File: config.mk
export PLATFORM = sky130hd
export DESIGN_NAME = stamp_update_unit
export DESIGN_NICKNAME = d
export VERILOG_FILES = /design/src/ptpu_pkg.sv /design/src/stamp_update_unit.sv
export SDC_FILE = /design/constraint.sdc
export NUM_CORES = 2
export LEC_CHECK = 0
export BUFFER_PORTS_ARGS = -buffer_cell sky130_fd_sc_hd__buf_2
export CORE_UTILIZATION = 35
export CTS_CLUSTER_SIZE = 8
export DETAILED_ROUTE_END_ITERATION = 6
export PLACE_DENSITY = 0.55
export SLEW_MARGIN = 10
export SYNTH_ARGS = -nofsm -noshare
export SYNTH_HDL_FRONTEND = slang
export SYNTH_SLANG_ARGS = --single-unit
File: constraint.sdc
create_clock -name pclk -period 11.3 [get_ports pclk]
set_clock_uncertainty 0.1 [all_clocks]
set_input_delay 2.26 -clock pclk [delete_from_list [all_inputs] [get_ports pclk]]
set_output_delay 2.26 -clock pclk [all_outputs]
set_load 0.02 [all_outputs]
File: src/ptpu_pkg.sv
`default_nettype none
package ptpu_pkg;
  // Register byte offsets
  localparam logic [7:0] IFC_OFF     = 8'h00;
  localparam logic [7:0] ENG0_OFF    = 8'h04;
  localparam logic [7:0] ENG1_OFF    = 8'h08;
  localparam logic [7:0] ENG2_OFF    = 8'h0c;
  localparam logic [7:0] PRE_NS_OFF  = 8'h10;
  localparam logic [7:0] PRE_SEC_OFF = 8'h14;
  localparam logic [7:0] SAV_NS_OFF  = 8'h18;
  localparam logic [7:0] SAV_SEC_OFF = 8'h1c;
  localparam logic [7:0] ADJ_OFF     = 8'h20;
  localparam logic [7:0] PPM_OFF     = 8'h24;
  localparam logic [7:0] PPS_W_OFF   = 8'h28;
  localparam logic [7:0] LAT_OFF     = 8'h2c;
  localparam logic [7:0] FIFO_TS_OFF = 8'h30;
  localparam logic [7:0] FIFO_ID_OFF = 8'h34;
  localparam logic [7:0] STAT_OFF    = 8'h38;
  localparam logic [7:0] TIME_NS_OFF = 8'h3c;
  // interface_control_reg fields
  localparam int BYPASS_BIT         = 0;
  localparam int SPLIT_BYPASS_BIT   = 1;
  localparam int RX_PATH_BYPASS_BIT = 2;
  localparam int TX_PATH_BYPASS_BIT = 3;
  localparam int LOAD_MODE_BIT      = 4;
  localparam int CKS_OFF_LSB        = 16;
  localparam int CKS_MODE_LSB       = 24;
  localparam logic [31:0] IFC_RST   = 32'h0000_0001;
  // Engine config fields: [15:0] type, [22:16] stamp offset, [31] enable
  localparam int ENG_OFF_LSB = 16;
  localparam int ENG_EN_BIT  = 31;
  localparam int ENGINES     = 3;
  // Checksum modes
  localparam logic [1:0] CKS_ZERO   = 2'h1;
  localparam logic [1:0] CKS_ADJUST = 2'h2;
  // Stream codes
  localparam logic [7:0]  PRE_BYTE   = 8'h55;
  localparam logic [7:0]  SFD_BYTE   = 8'hd5;
  localparam logic [7:0]  IDLE_BYTE  = 8'h07;
  localparam logic [15:0] PAUSE_TYPE = 16'h8808;
  localparam logic [10:0] TYPE_POS   = 11'd12;
  localparam logic [10:0] DEC_POS    = 11'd14;
  localparam logic [31:0] CRC_POLY   = 32'hedb88320;
  // Pipeline and FIFO sizes
  localparam int DLY        = 24;
  localparam int FIFO_DEPTH = 8;
  // Timing
  localparam int          CLK_PERIOD_NS = 5;
  localparam logic [31:0] NS_PER_SEC    = 32'd1000000000;
  localparam logic [31:0] PPS_W_RST     = 32'd1000;
endpackage : ptpu_pkg
`default_nettype wire

File: src/stamp_update_unit.sv
// Contract
// - Unmatched frames, gap, preamble and delimiter leave unchanged.
// - No byte is ever added or removed; lengths are preserved.
// - Up to three encapsulation engines detect and update frames.
// - Receive frames that match get their ingress time written in.
// - Transmit frames that match get correction or timestamp fields rewritten.
// - Both directions identical except the egress-only timestamp FIFO; the code also subtracts latency on receive and adds it on send.
// - FIFO entries hold the timestamp plus a unique frame tag; CPU reads.
// - Both directions run on the one data path clock, pclk.
// - Load/save pin loads preset time or saves current time, per config.
// - Once-per-second pulse with programmable width.
// - SOF detector feeds both delay line and analyzer.
// - Delay line lasts until decisions are ready at the rewriter.
// - Timestamp captured at detected SOF and formed for insertion.
// - Rewriter zeroes UDP checksum or adjusts content to keep it valid.
// - Rewriter recomputes the FCS after modifying a frame.
// - Bypass changes only while idle fills the bypass stage.
// - Split bypass gives per-direction bypass bits, else one common bit.
// - Pause frames pass unmodified.
// - Both analyzers share one configuration set.
// - PCS latency compensation applied to timestamps.
// - Software steps time by plus or minus one nanosecond per write.
// - Programmed clock count per one-nanosecond correction absorbs PPM.
// - No engine match means no modification; timestamp discarded.
`timescale 1ns/10ps
`default_nettype none
module stamp_update_unit (
  input  wire logic        pclk,
  input  wire logic        presetn,
  input  wire logic        psel,
  input  wire logic        penable,
  input  wire logic        pwrite,
  input  wire logic [7:0]  paddr,
  input  wire logic [31:0] pwdata,
  output logic      [31:0] prdata,
  output logic             pready,
  output logic             pslverr,
  input  wire logic [7:0]  rx_in_data,
  input  wire logic        rx_in_ctl,
  output logic      [7:0]  rx_out_data,
  output logic             rx_out_ctl,
  input  wire logic [7:0]  tx_in_data,
  input  wire logic        tx_in_ctl,
  output logic      [7:0]  tx_out_data,
  output logic             tx_out_ctl,
  input  wire logic        load_save,
  output logic             pps_out
);
  localparam int D = ptpu_pkg::DLY;
  localparam int F = ptpu_pkg::FIFO_DEPTH;

  typedef struct packed {
    logic [D-1:0][9:0] dly;
    logic              in_fr;
    logic [10:0]       pos_i;
    logic [15:0]       etype;
    logic              hit;
    logic              mult;
    logic              push;
    logic [1:0]        eng;
    logic [6:0]        off;
    logic [61:0]       ts;
    logic [10:0]       len;
    logic              out_fr;
    logic [10:0]       pos_o;
    logic              act;
    logic [6:0]        aoff;
    logic [63:0]       ats;
    logic [31:0]       crc;
    logic [15:0]       acc;
    logic [7:0]        lo;
    logic              byp;
    logic [5:0]        idle_cnt;
    logic [8:0]        out;
  } dir_t;

  typedef struct packed {
    dir_t [1:0]         d;
    logic [29:0]        ns;
    logic [31:0]        sec;
    logic [31:0]        ppm_cnt;
    logic [31:0]        pps_cnt;
    logic               pps;
    logic               ls_s1;
    logic               ls_s2;
    logic               ls_q;
    logic [31:0]        interface_control_reg;
    logic [2:0][31:0]   eng_cfg;
    logic [29:0]        pre_ns;
    logic [31:0]        pre_sec;
    logic [29:0]        sav_ns;
    logic [31:0]        sav_sec;
    logic [1:0]         adj;
    logic [31:0]        ppm_cfg;
    logic [31:0]        pps_w;
    logic [29:0]        lat;
    logic [F-1:0][39:0] fifo;
    logic [2:0]         wp;
    logic [2:0]         rp;
    logic [3:0]         cnt;
    logic [7:0]         seq;
    logic               ovf;
    logic               mult_st;
    logic [31:0]        prdata;
    logic               pready;
    logic               pslverr;
  } st_t;

  st_t st_r;
  st_t st_nxt;
  logic [61:0] tsv [2];

  // One byte of reflected CRC-32
  function automatic logic [31:0] crc8(input logic [31:0] c, input logic [7:0] b);
    logic [31:0] r;
    r = c ^ {24'h0, b};
    for (int i = 0; i < 8; i++) begin
      r = r[0] ? ((r >> 1) ^ ptpu_pkg::CRC_POLY) : (r >> 1);
    end
    return r;
  endfunction : crc8

  // Ones-complement 16-bit add
  function automatic logic [15:0] oadd(input logic [15:0] a, input logic [15:0] b);
    logic [16:0] s;
    s = {1'b0, a} + {1'b0, b};
    return s[15:0] + {15'h0, s[16]};
  endfunction : oadd

  // Time plus or minus compensation, wrapping the seconds
  function automatic logic [61:0] comp(input logic [31:0] s, input logic [29:0] n,
                                       input logic [29:0] l, input logic sub);
    logic [31:0] t;
    logic [31:0] sc;
    sc = s;
    if (sub) begin
      t = {2'b0, n} - {2'b0, l};
      if ({2'b0, n} < {2'b0, l}) begin
        t = t + ptpu_pkg::NS_PER_SEC;
        sc = s - 32'h1;
      end
    end else begin
      t = {2'b0, n} + {2'b0, l};
      if (t >= ptpu_pkg::NS_PER_SEC) begin
        t = t - ptpu_pkg::NS_PER_SEC;
        sc = s + 32'h1;
      end
    end
    return {sc, t[29:0]};
  endfunction : comp

  // One direction of the unit; both directions use this same step
  function automatic dir_t step(input dir_t c, input logic ctl, input logic [7:0] dat,
                                input logic byp_req, input logic [31:0] ifc,
                                input logic [2:0][31:0] ecfg, input logic [61:0] tv);
    dir_t        n;
    logic        sof;
    logic [2:0]  m;
    logic [9:0]  o;
    logic [7:0]  nb;
    logic [10:0] p;
    logic [6:0]  rel;
    logic [6:0]  coff;
    logic [15:0] s;
    logic [11:0] fpos;
    n = c;
    n.push = 1'b0;
    n.mult = 1'b0;
    coff = ifc[ptpu_pkg::CKS_OFF_LSB +: 7];
    // SOF detect ahead of the delay line and the analyzer
    sof = !ctl && dat == ptpu_pkg::SFD_BYTE && !c.in_fr &&
          c.dly[0][8:0] == {1'b0, ptpu_pkg::PRE_BYTE};
    n.dly = {c.dly[D-2:0], {sof, ctl, dat}};
    if (sof) begin
      n.in_fr = 1'b1;
      n.pos_i = 11'h0;
      n.ts = tv;
    end else if (c.in_fr && ctl) begin
      n.in_fr = 1'b0;
      n.len = c.pos_i;
    end else if (c.in_fr) begin
      n.pos_i = c.pos_i + 11'h1;
      if (c.pos_i == ptpu_pkg::TYPE_POS) n.etype[15:8] = dat;
      if (c.pos_i == ptpu_pkg::TYPE_POS + 11'h1) n.etype[7:0] = dat;
      // Engine compare; shared config for both analyzers
      if (c.pos_i == ptpu_pkg::DEC_POS) begin
        for (int e = 0; e < ptpu_pkg::ENGINES; e++) begin
          m[e] = ecfg[e][ptpu_pkg::ENG_EN_BIT] && ecfg[e][15:0] == c.etype &&
                 c.etype != ptpu_pkg::PAUSE_TYPE;
        end
        n.hit = m == 3'b001 || m == 3'b010 || m == 3'b100;
        n.mult = !n.hit && m != 3'b000;
        n.eng = m[2] ? 2'd2 : (m[1] ? 2'd1 : 2'd0);
        n.off = ecfg[n.eng][ptpu_pkg::ENG_OFF_LSB +: 7];
        n.push = n.hit;
      end
    end
    // Rewriter at the delay line tail
    o = c.dly[D-1];
    nb = o[7:0];
    p = c.pos_o;
    rel = p[6:0] - c.aoff;
    fpos = {1'b0, p} + 12'd4;
    if (o[9]) begin
      n.out_fr = 1'b1;
      n.pos_o = 11'h0;
      n.act = c.hit;
      n.aoff = c.off;
      n.ats = {c.ts[61:30], 2'b00, c.ts[29:0]};
      n.crc = 32'hffff_ffff;
      n.acc = 16'h0;
      n.len = 11'h7ff;
    end else if (c.out_fr && o[8]) begin
      n.out_fr = 1'b0;
    end else if (c.out_fr) begin
      n.pos_o = p + 11'h1;
      if (c.act) begin
        // Stamp insertion, either direction
        if (p[10:7] == 4'h0 && p[6:0] >= c.aoff && rel < 7'd8) begin
          nb = c.ats[63 - 8 * rel[2:0] -: 8];
          s = rel[0] ? oadd(oadd(c.acc, {8'h00, o[7:0]}), {8'hff, ~nb}) :
                       oadd(oadd(c.acc, {o[7:0], 8'h00}), {~nb, 8'hff});
          n.acc = s;
        end
        // UDP checksum: zero it or fold the stamp difference into the checksum bytes at its offset
        if (ifc[ptpu_pkg::CKS_MODE_LSB +: 2] == ptpu_pkg::CKS_ZERO && p[10:7] == 4'h0 &&
            (p[6:0] == coff || p[6:0] == coff + 7'h1)) begin
          nb = 8'h00;
        end
        if (ifc[ptpu_pkg::CKS_MODE_LSB +: 2] == ptpu_pkg::CKS_ADJUST && p[10:7] == 4'h0) begin
          if (p[6:0] == coff) begin
            s = oadd({o[7:0], c.dly[D-2][7:0]}, c.acc);
            nb = s[15:8];
            n.lo = s[7:0];
          end else if (p[6:0] == coff + 7'h1) begin
            nb = c.lo;
          end
        end
        // New FCS over the modified bytes
        if (fpos >= {1'b0, c.len}) begin
          nb = ~c.crc[8 * fpos[1:0] +: 8];
        end else begin
          n.crc = crc8(c.crc, nb);
        end
      end
    end
    // Bypass switch waits for a delay line full of idle
    if (ctl && dat == ptpu_pkg::IDLE_BYTE) begin
      n.idle_cnt = (c.idle_cnt == 6'(D)) ? c.idle_cnt : c.idle_cnt + 6'h1;
    end else begin
      n.idle_cnt = 6'h0;
    end
    if (c.idle_cnt == 6'(D) && ctl && dat == ptpu_pkg::IDLE_BYTE) begin
      n.byp = byp_req;
    end
    n.out = c.byp ? {ctl, dat} : {o[8], nb};
    return n;
  endfunction : step

  // Stamp values with latency compensation: minus on receive, plus on send
  always_comb begin
    tsv[0] = comp(st_r.sec, st_r.ns, st_r.lat, 1'b1);
    tsv[1] = comp(st_r.sec, st_r.ns, st_r.lat, 1'b0);
  end

  // Whole next state
  always_comb begin
    logic        bg;
    logic        rx_req;
    logic        tx_req;
    logic        ls_edge;
    logic        ppm_hit;
    logic        inc;
    logic        dec;
    logic [31:0] t;
    logic        acc_ph;
    logic        setup;
    logic        pop;
    logic        push;
    logic [31:0] ifc;
    bg = 1'b0;
    rx_req = 1'b0;
    tx_req = 1'b0;
    ls_edge = 1'b0;
    ppm_hit = 1'b0;
    inc = 1'b0;
    dec = 1'b0;
    t = 32'h0;
    pop = 1'b0;
    push = 1'b0;
    st_nxt = st_r;
    ifc = st_r.interface_control_reg;
    setup = psel && !penable;
    acc_ph = psel && penable && st_r.pready;
    // Per-direction bypass request
    bg = ifc[ptpu_pkg::BYPASS_BIT];
    rx_req = ifc[ptpu_pkg::SPLIT_BYPASS_BIT] ? ifc[ptpu_pkg::RX_PATH_BYPASS_BIT] : bg;
    tx_req = ifc[ptpu_pkg::SPLIT_BYPASS_BIT] ? ifc[ptpu_pkg::TX_PATH_BYPASS_BIT] : bg;
    // Both directions clocked by the data path clock
    st_nxt.d[0] = step(st_r.d[0], rx_in_ctl, rx_in_data, rx_req, ifc,
                       st_r.eng_cfg, tsv[0]);
    st_nxt.d[1] = step(st_r.d[1], tx_in_ctl, tx_in_data, tx_req, ifc,
                       st_r.eng_cfg, tsv[1]);
    // Load/save pin through two flops, rising edge acts
    st_nxt.ls_s1 = load_save;
    st_nxt.ls_s2 = st_r.ls_s1;
    st_nxt.ls_q = st_r.ls_s2;
    ls_edge = st_r.ls_s2 && !st_r.ls_q;
    // PPM correction every programmed number of clocks
    if (st_r.ppm_cfg[30:0] != 31'h0) begin
      ppm_hit = st_r.ppm_cnt >= {1'b0, st_r.ppm_cfg[30:0]} - 32'h1;
      st_nxt.ppm_cnt = ppm_hit ? 32'h0 : st_r.ppm_cnt + 32'h1;
    end
    inc = st_r.adj[0] || (ppm_hit && !st_r.ppm_cfg[31]);
    dec = st_r.adj[1] || (ppm_hit && st_r.ppm_cfg[31]);
    st_nxt.adj = 2'b00;
    t = {2'b0, st_r.ns} + 32'(ptpu_pkg::CLK_PERIOD_NS) + {31'h0, inc} - {31'h0, dec};
    st_nxt.pps = st_r.pps_cnt != 32'h0;
    st_nxt.pps_cnt = (st_r.pps_cnt != 32'h0) ? st_r.pps_cnt - 32'h1 : 32'h0;
    if (t >= ptpu_pkg::NS_PER_SEC) begin
      t = t - ptpu_pkg::NS_PER_SEC;
      st_nxt.sec = st_r.sec + 32'h1;
      st_nxt.pps_cnt = st_r.pps_w;
    end
    st_nxt.ns = t[29:0];
    if (ls_edge && ifc[ptpu_pkg::LOAD_MODE_BIT]) begin
      st_nxt.ns = st_r.pre_ns;
      st_nxt.sec = st_r.pre_sec;
    end else if (ls_edge) begin
      st_nxt.sav_ns = st_r.ns;
      st_nxt.sav_sec = st_r.sec;
    end
    // APB read data and answer at setup, effects at access
    st_nxt.pready = setup;
    st_nxt.pslverr = 1'b0;
    if (setup) begin
      st_nxt.pslverr = paddr[1:0] != 2'b00 || paddr > ptpu_pkg::TIME_NS_OFF;
      case (paddr)
        ptpu_pkg::IFC_OFF:     st_nxt.prdata = ifc;
        ptpu_pkg::ENG0_OFF:    st_nxt.prdata = st_r.eng_cfg[0];
        ptpu_pkg::ENG1_OFF:    st_nxt.prdata = st_r.eng_cfg[1];
        ptpu_pkg::ENG2_OFF:    st_nxt.prdata = st_r.eng_cfg[2];
        ptpu_pkg::PRE_NS_OFF:  st_nxt.prdata = {2'b0, st_r.pre_ns};
        ptpu_pkg::PRE_SEC_OFF: st_nxt.prdata = st_r.pre_sec;
        ptpu_pkg::SAV_NS_OFF:  st_nxt.prdata = {2'b0, st_r.sav_ns};
        ptpu_pkg::SAV_SEC_OFF: st_nxt.prdata = st_r.sav_sec;
        ptpu_pkg::PPM_OFF:     st_nxt.prdata = st_r.ppm_cfg;
        ptpu_pkg::PPS_W_OFF:   st_nxt.prdata = st_r.pps_w;
        ptpu_pkg::LAT_OFF:     st_nxt.prdata = {2'b0, st_r.lat};
        ptpu_pkg::FIFO_TS_OFF: st_nxt.prdata = {2'b0, st_r.fifo[st_r.rp][29:0]};
        ptpu_pkg::FIFO_ID_OFF: st_nxt.prdata = {22'h0, st_r.fifo[st_r.rp][39:30]};
        ptpu_pkg::STAT_OFF:    st_nxt.prdata = {26'h0, st_r.mult_st, st_r.ovf, st_r.cnt};
        ptpu_pkg::TIME_NS_OFF: st_nxt.prdata = {2'b0, st_r.ns};
        default:               st_nxt.prdata = 32'h0;
      endcase
    end
    if (acc_ph && pwrite) begin
      case (paddr)
        ptpu_pkg::IFC_OFF:     st_nxt.interface_control_reg = pwdata;
        ptpu_pkg::ENG0_OFF:    st_nxt.eng_cfg[0] = pwdata;
        ptpu_pkg::ENG1_OFF:    st_nxt.eng_cfg[1] = pwdata;
        ptpu_pkg::ENG2_OFF:    st_nxt.eng_cfg[2] = pwdata;
        ptpu_pkg::PRE_NS_OFF:  st_nxt.pre_ns = pwdata[29:0];
        ptpu_pkg::PRE_SEC_OFF: st_nxt.pre_sec = pwdata;
        ptpu_pkg::ADJ_OFF:     st_nxt.adj = pwdata[1:0];
        ptpu_pkg::PPM_OFF:     st_nxt.ppm_cfg = pwdata;
        ptpu_pkg::PPS_W_OFF:   st_nxt.pps_w = pwdata;
        ptpu_pkg::LAT_OFF:     st_nxt.lat = pwdata[29:0];
        ptpu_pkg::STAT_OFF: begin
          st_nxt.ovf = st_r.ovf && !pwdata[4];
          st_nxt.mult_st = st_r.mult_st && !pwdata[5];
        end
        default: ;
      endcase
    end
    // Egress FIFO: pop on ID read, refuse push when full and not popping
    pop = acc_ph && !pwrite && paddr == ptpu_pkg::FIFO_ID_OFF && st_r.cnt != 4'h0;
    if (st_r.d[1].push) begin
      st_nxt.seq = st_r.seq + 8'h1;
      push = st_r.cnt != 4'(F) || pop;
      if (!push) st_nxt.ovf = 1'b1;
    end
    if (push) begin
      st_nxt.fifo[st_r.wp] = {st_r.seq, st_r.d[1].eng, st_r.d[1].ts[29:0]};
      st_nxt.wp = st_r.wp + 3'h1;
    end
    if (pop) st_nxt.rp = st_r.rp + 3'h1;
    st_nxt.cnt = st_r.cnt + {3'h0, push} - {3'h0, pop};
    // Sticky: set wins over clear
    if (st_r.d[0].mult || st_r.d[1].mult) st_nxt.mult_st = 1'b1;
  end

  // State register
  always_ff @(posedge pclk or negedge presetn) begin
    if (!presetn) begin
      st_r <= '0;
      st_r.interface_control_reg <= ptpu_pkg::IFC_RST;
      st_r.pps_w <= ptpu_pkg::PPS_W_RST;
      st_r.d[0].byp <= 1'b1;
      st_r.d[1].byp <= 1'b1;
      st_r.d[0].out <= {1'b1, ptpu_pkg::IDLE_BYTE};
      st_r.d[1].out <= {1'b1, ptpu_pkg::IDLE_BYTE};
    end else begin
      st_r <= st_nxt;
    end
  end

  assign prdata      = st_r.prdata;
  assign pready      = st_r.pready;
  assign pslverr     = st_r.pslverr;
  assign rx_out_data = st_r.d[0].out[7:0];
  assign rx_out_ctl  = st_r.d[0].out[8];
  assign tx_out_data = st_r.d[1].out[7:0];
  assign tx_out_ctl  = st_r.d[1].out[8];
  assign pps_out     = st_r.pps;
endmodule : stamp_update_unit
`default_nettype wire

==> impl_metrics.json <==
{
  "top_cells_by_area_in_the_synthesized_netlist": "dfrtp_1 (49%), mux2_2 (10%), xnor2_1 (4.2%)",
  "placementRows": 190,
  "final_max_slew_viol_count": 0,
  "final.min_clock_period_ps": 10070,
  "postSynthCellCount": 8370,
  "utilization": 0.3969,
  "synth_area_mm2": 0.09501,
  "synth_sequential_area_ratio": 0.4909,
  "cts_resized": 0,
  "crit_fanout": 13,
  "worst_path_required_time_ps": 11940,
  "distinct_cell_type_count_after_synthesis": 132,
  "synth_top_area_frac": 0.4862,
  "cts_hold_repair.buffers": 0,
  "clock_latency_ps": 910,
  "vdd_ir_drop_max_mv": 0.2959,
  "placement.io_buffers": 116,
  "tritoncts": "built",
  "setup.worst_path.start_class": "flip-flop",
  "nNetsFinal": 8741,
  "worst_slew_margin": 0.1667,
  "totalWireLength_um": 302400,
  "syn_nets": 8743,
  "maximum_number_of_pins_on_one_net_before_global_route_repair": 159,
  "cts.repair_timing.setup_buffer_count": 0,
  "grt_setup_unrepaired": "no",
  "p_per_area_mw_per_mm2": 188.7,
  "post_drt_wl_per_cell_um": 25.14,
  "drt_first_iter_violations": 5592,
  "path_clk_slew_ps": 50,
  "post-dp-hpwl_um": 216500,
  "critical-path-top-cell-by-count": "a21oi_1",
  "synth.avg_cell_area_um2": 11.35,
  "pre_cts_slack_ps": 1300,
  "worstSetupEndpointType": "flip-flop",
  "h-tree-depth": 5,
  "total_chip_power_w": 0.02013,
  "critical-path-max-stage-delay_ps": 640,
  "regArea_mm2": 0.04666,
  "numCtsBuffers": 274,
  "area_occupied_by_multi_input_gates_mm2": 0.04535,
  "fmax_mhz": 99.27,
  "drc": 0,
  "synth_ff_type": "dfrtp_1",
  "worst_ep_arrival_time_ps": 10710,
  "n_fill_cell": 25625,
  "clock_sinks": 1863,
  "cap_viol_max_count": 0,
  "grt_antenna_before_repair": 34,
  "criticalPathCategory": "flip-flop to flip-flop",
  "synth_enable_flop_cells": 0,
  "first_global_vias": 66711,
  "total_leakage_power_nw": 49.34,
  "worst_path_max_delay_cell": "o31a_1",
  "finalSetupViolCount": 0,
  "place_congestion": 0.9366,
  "die_width_um": 523.0,
  "critical_path.top_delay_family": "compound AO/OA/AOI/OAI gates",
  "max-clock-path-buffers": 4,
  "clk_root_buffer_cell": "clkbuf_16",
  "initial_standard_cell_utilization_of_the_core": 0.3534,
  "hold_class": "flip-flop to flip-flop",
  "drtPass1Iterations": 5,
  "areaGrowthSynthToFinish_pct": 12.32,
  "yosysWarnings": 0,
  "gr-total-overflow": 0,
  "finalCritPeriodShare": 0.8914,
  "antenna_left": 0,
  "synth.largest_area_cell": "dfrtp_1",
  "outcome": "finished clean",
  "timing.setup.tns_ps": 0,
  "finalHoldViolations": 0,
  "viasPerCell": 5.539,
  "ioPinCount": 117,
  "grtUsageTotal": 0.2187,
  "postSynthRegisterBits": 1863,
  "die_area_mm2": 0.2735,
  "worst_slew_pin_slew_ps": 1215,
  "synthArstFlopShare": 1.000,
  "core-area_mm2": 0.2689,
  "post-route-worst-setup-slack_ps": 1227,
  "drive_gt1_frac": 0.2016,
  "num_vias": 66632,
  "cp.buffers_inverters": 3,
  "grt_pass1_wl_um": 448300,
  "die_outline_height_um": 523.0
}
==> per-layer routing <==
| layer | track usage | share of wire |
|---|---|---|
| met5 | 0 | 0.00031 |
| met4 | 0.08429 | 0.040 |
| met3 | 0.03174 | 0.058 |
| met2 | 0.3420 | 0.45 |
| met1 | 0.3054 | 0.45 |
==> placed cells by master (no fill, tap or decap), drive strengths merged, types with 63 or more instances in the layout <==
cell type,n
o21ai,415
clkbuf,349
dfrtp,1846
mux4,124
a22oi,98
a21o,99
nand3,182
buf,224
a21oi,307
nor3,122
xor2,354
inv,264
mux2,856
mux2i,91
nor4,65
nor2,523
and3,97
ha,295
nand2,574
nand4,83
a22o,63
xnor2,474
==> Yosys cell counts, types with 23 or more instances <==
cell type,n
a31oi_1,37
buf_1,105
xnor2_1,455
nor3_1,116
or3_1,38
o31ai_1,61
o21bai_1,30
a22oi_1,98
or2_2,36
mux4_2,124
nor2_1,520
or4_1,23
nor2b_1,54
nor4_1,61
o21ai_1,24
o21ai_0,389
ha_1,295
a211o_1,60
a21o_1,98
and2_1,26
nand3_1,179
clkbuf_1,301
a211oi_1,44
buf_2,32
nand4_1,83
mux2i_1,91
a21oi_1,302
nand2b_1,52
buf_4,51
nand2_1,574
inv_1,254
o22a_1,30
a22o_1,61
and3_1,94
o21a_1,37
dfrtp_1,1846
mux2_2,856
o211ai_1,34
xor2_1,346
a221oi_1,50
==> layout make-up <==
class                      count  area share
clock inverter                27    0.004209
clock buffer                 349     0.06817
inverter                     255    0.008970
sequential                  1863      0.4372
antenna                       10   0.0002345
multi-input combinational   5750      0.4250
tap                         3552     0.04165
timing repair buffer         224     0.01454
==> where the power goes <==
part	leakage, nW	switching, W	internal (W)
Sequential	24.7	0.000430	0.00700
Clock	3.74	0.00301	0.00451
Combinational	20.9	0.00327	0.00192
==> sequential cells by signal (all words and copies together) (netlist names) <==
register and flops:
st_r 1348, st_nxt 462, prdata 32, rx_out_data 8, tx_out_data 8, pps_out 1, pready 1, pslverr 1
rx_out_ctl 1, tx_out_ctl 1
==> final timing paths <==
check | startpoint | end | slack (ps) | depth (start not counted)
worst max-delay path | st_r[450] | st_r[821] | 1230 | 36
worst min-delay path | st_nxt[1701] | st_nxt[1711] | 190 | 0
worst max register to register | st_r[450] | st_r[821] | 1230 | 36
worst min register to register | st_nxt[1701] | st_nxt[1711] | 190 | 0
max in group asynchronous | presetn | st_r[292] | 7430 | 3
min in group asynchronous | presetn | st_nxt[1358] | 1260 | 1
==> kinds of logic after synthesis <==
family | Yosys count | share of synthesized area
AOI/OAI and AO/OA | 1540 | 0.1096
xor gates and xnor gates | 833 | 0.08091
adders and majority gates | 311 | 0.04201
buffers and inverters | 757 | 0.03335
DFF | 1863 | 0.4909
muxes | 1071 | 0.1404
and+or+nand+nor | 1995 | 0.1027
==> through the flow <==
stage / instance area (um2) / std cells / hold WS (ps)
after floorplan: 95010 / 8370 / 231.2
after global placement: 98950 / 11643 / 231.2
after detailed placement: 98950 / 11643 / 234.7
after CTS: 106700 / 12019 / 182.1
after global routing: 106700 / 12026 / 172.8
final: 106700 / 12030 / 192.6
No activity file was read; power rests on OpenSTA's default activity.
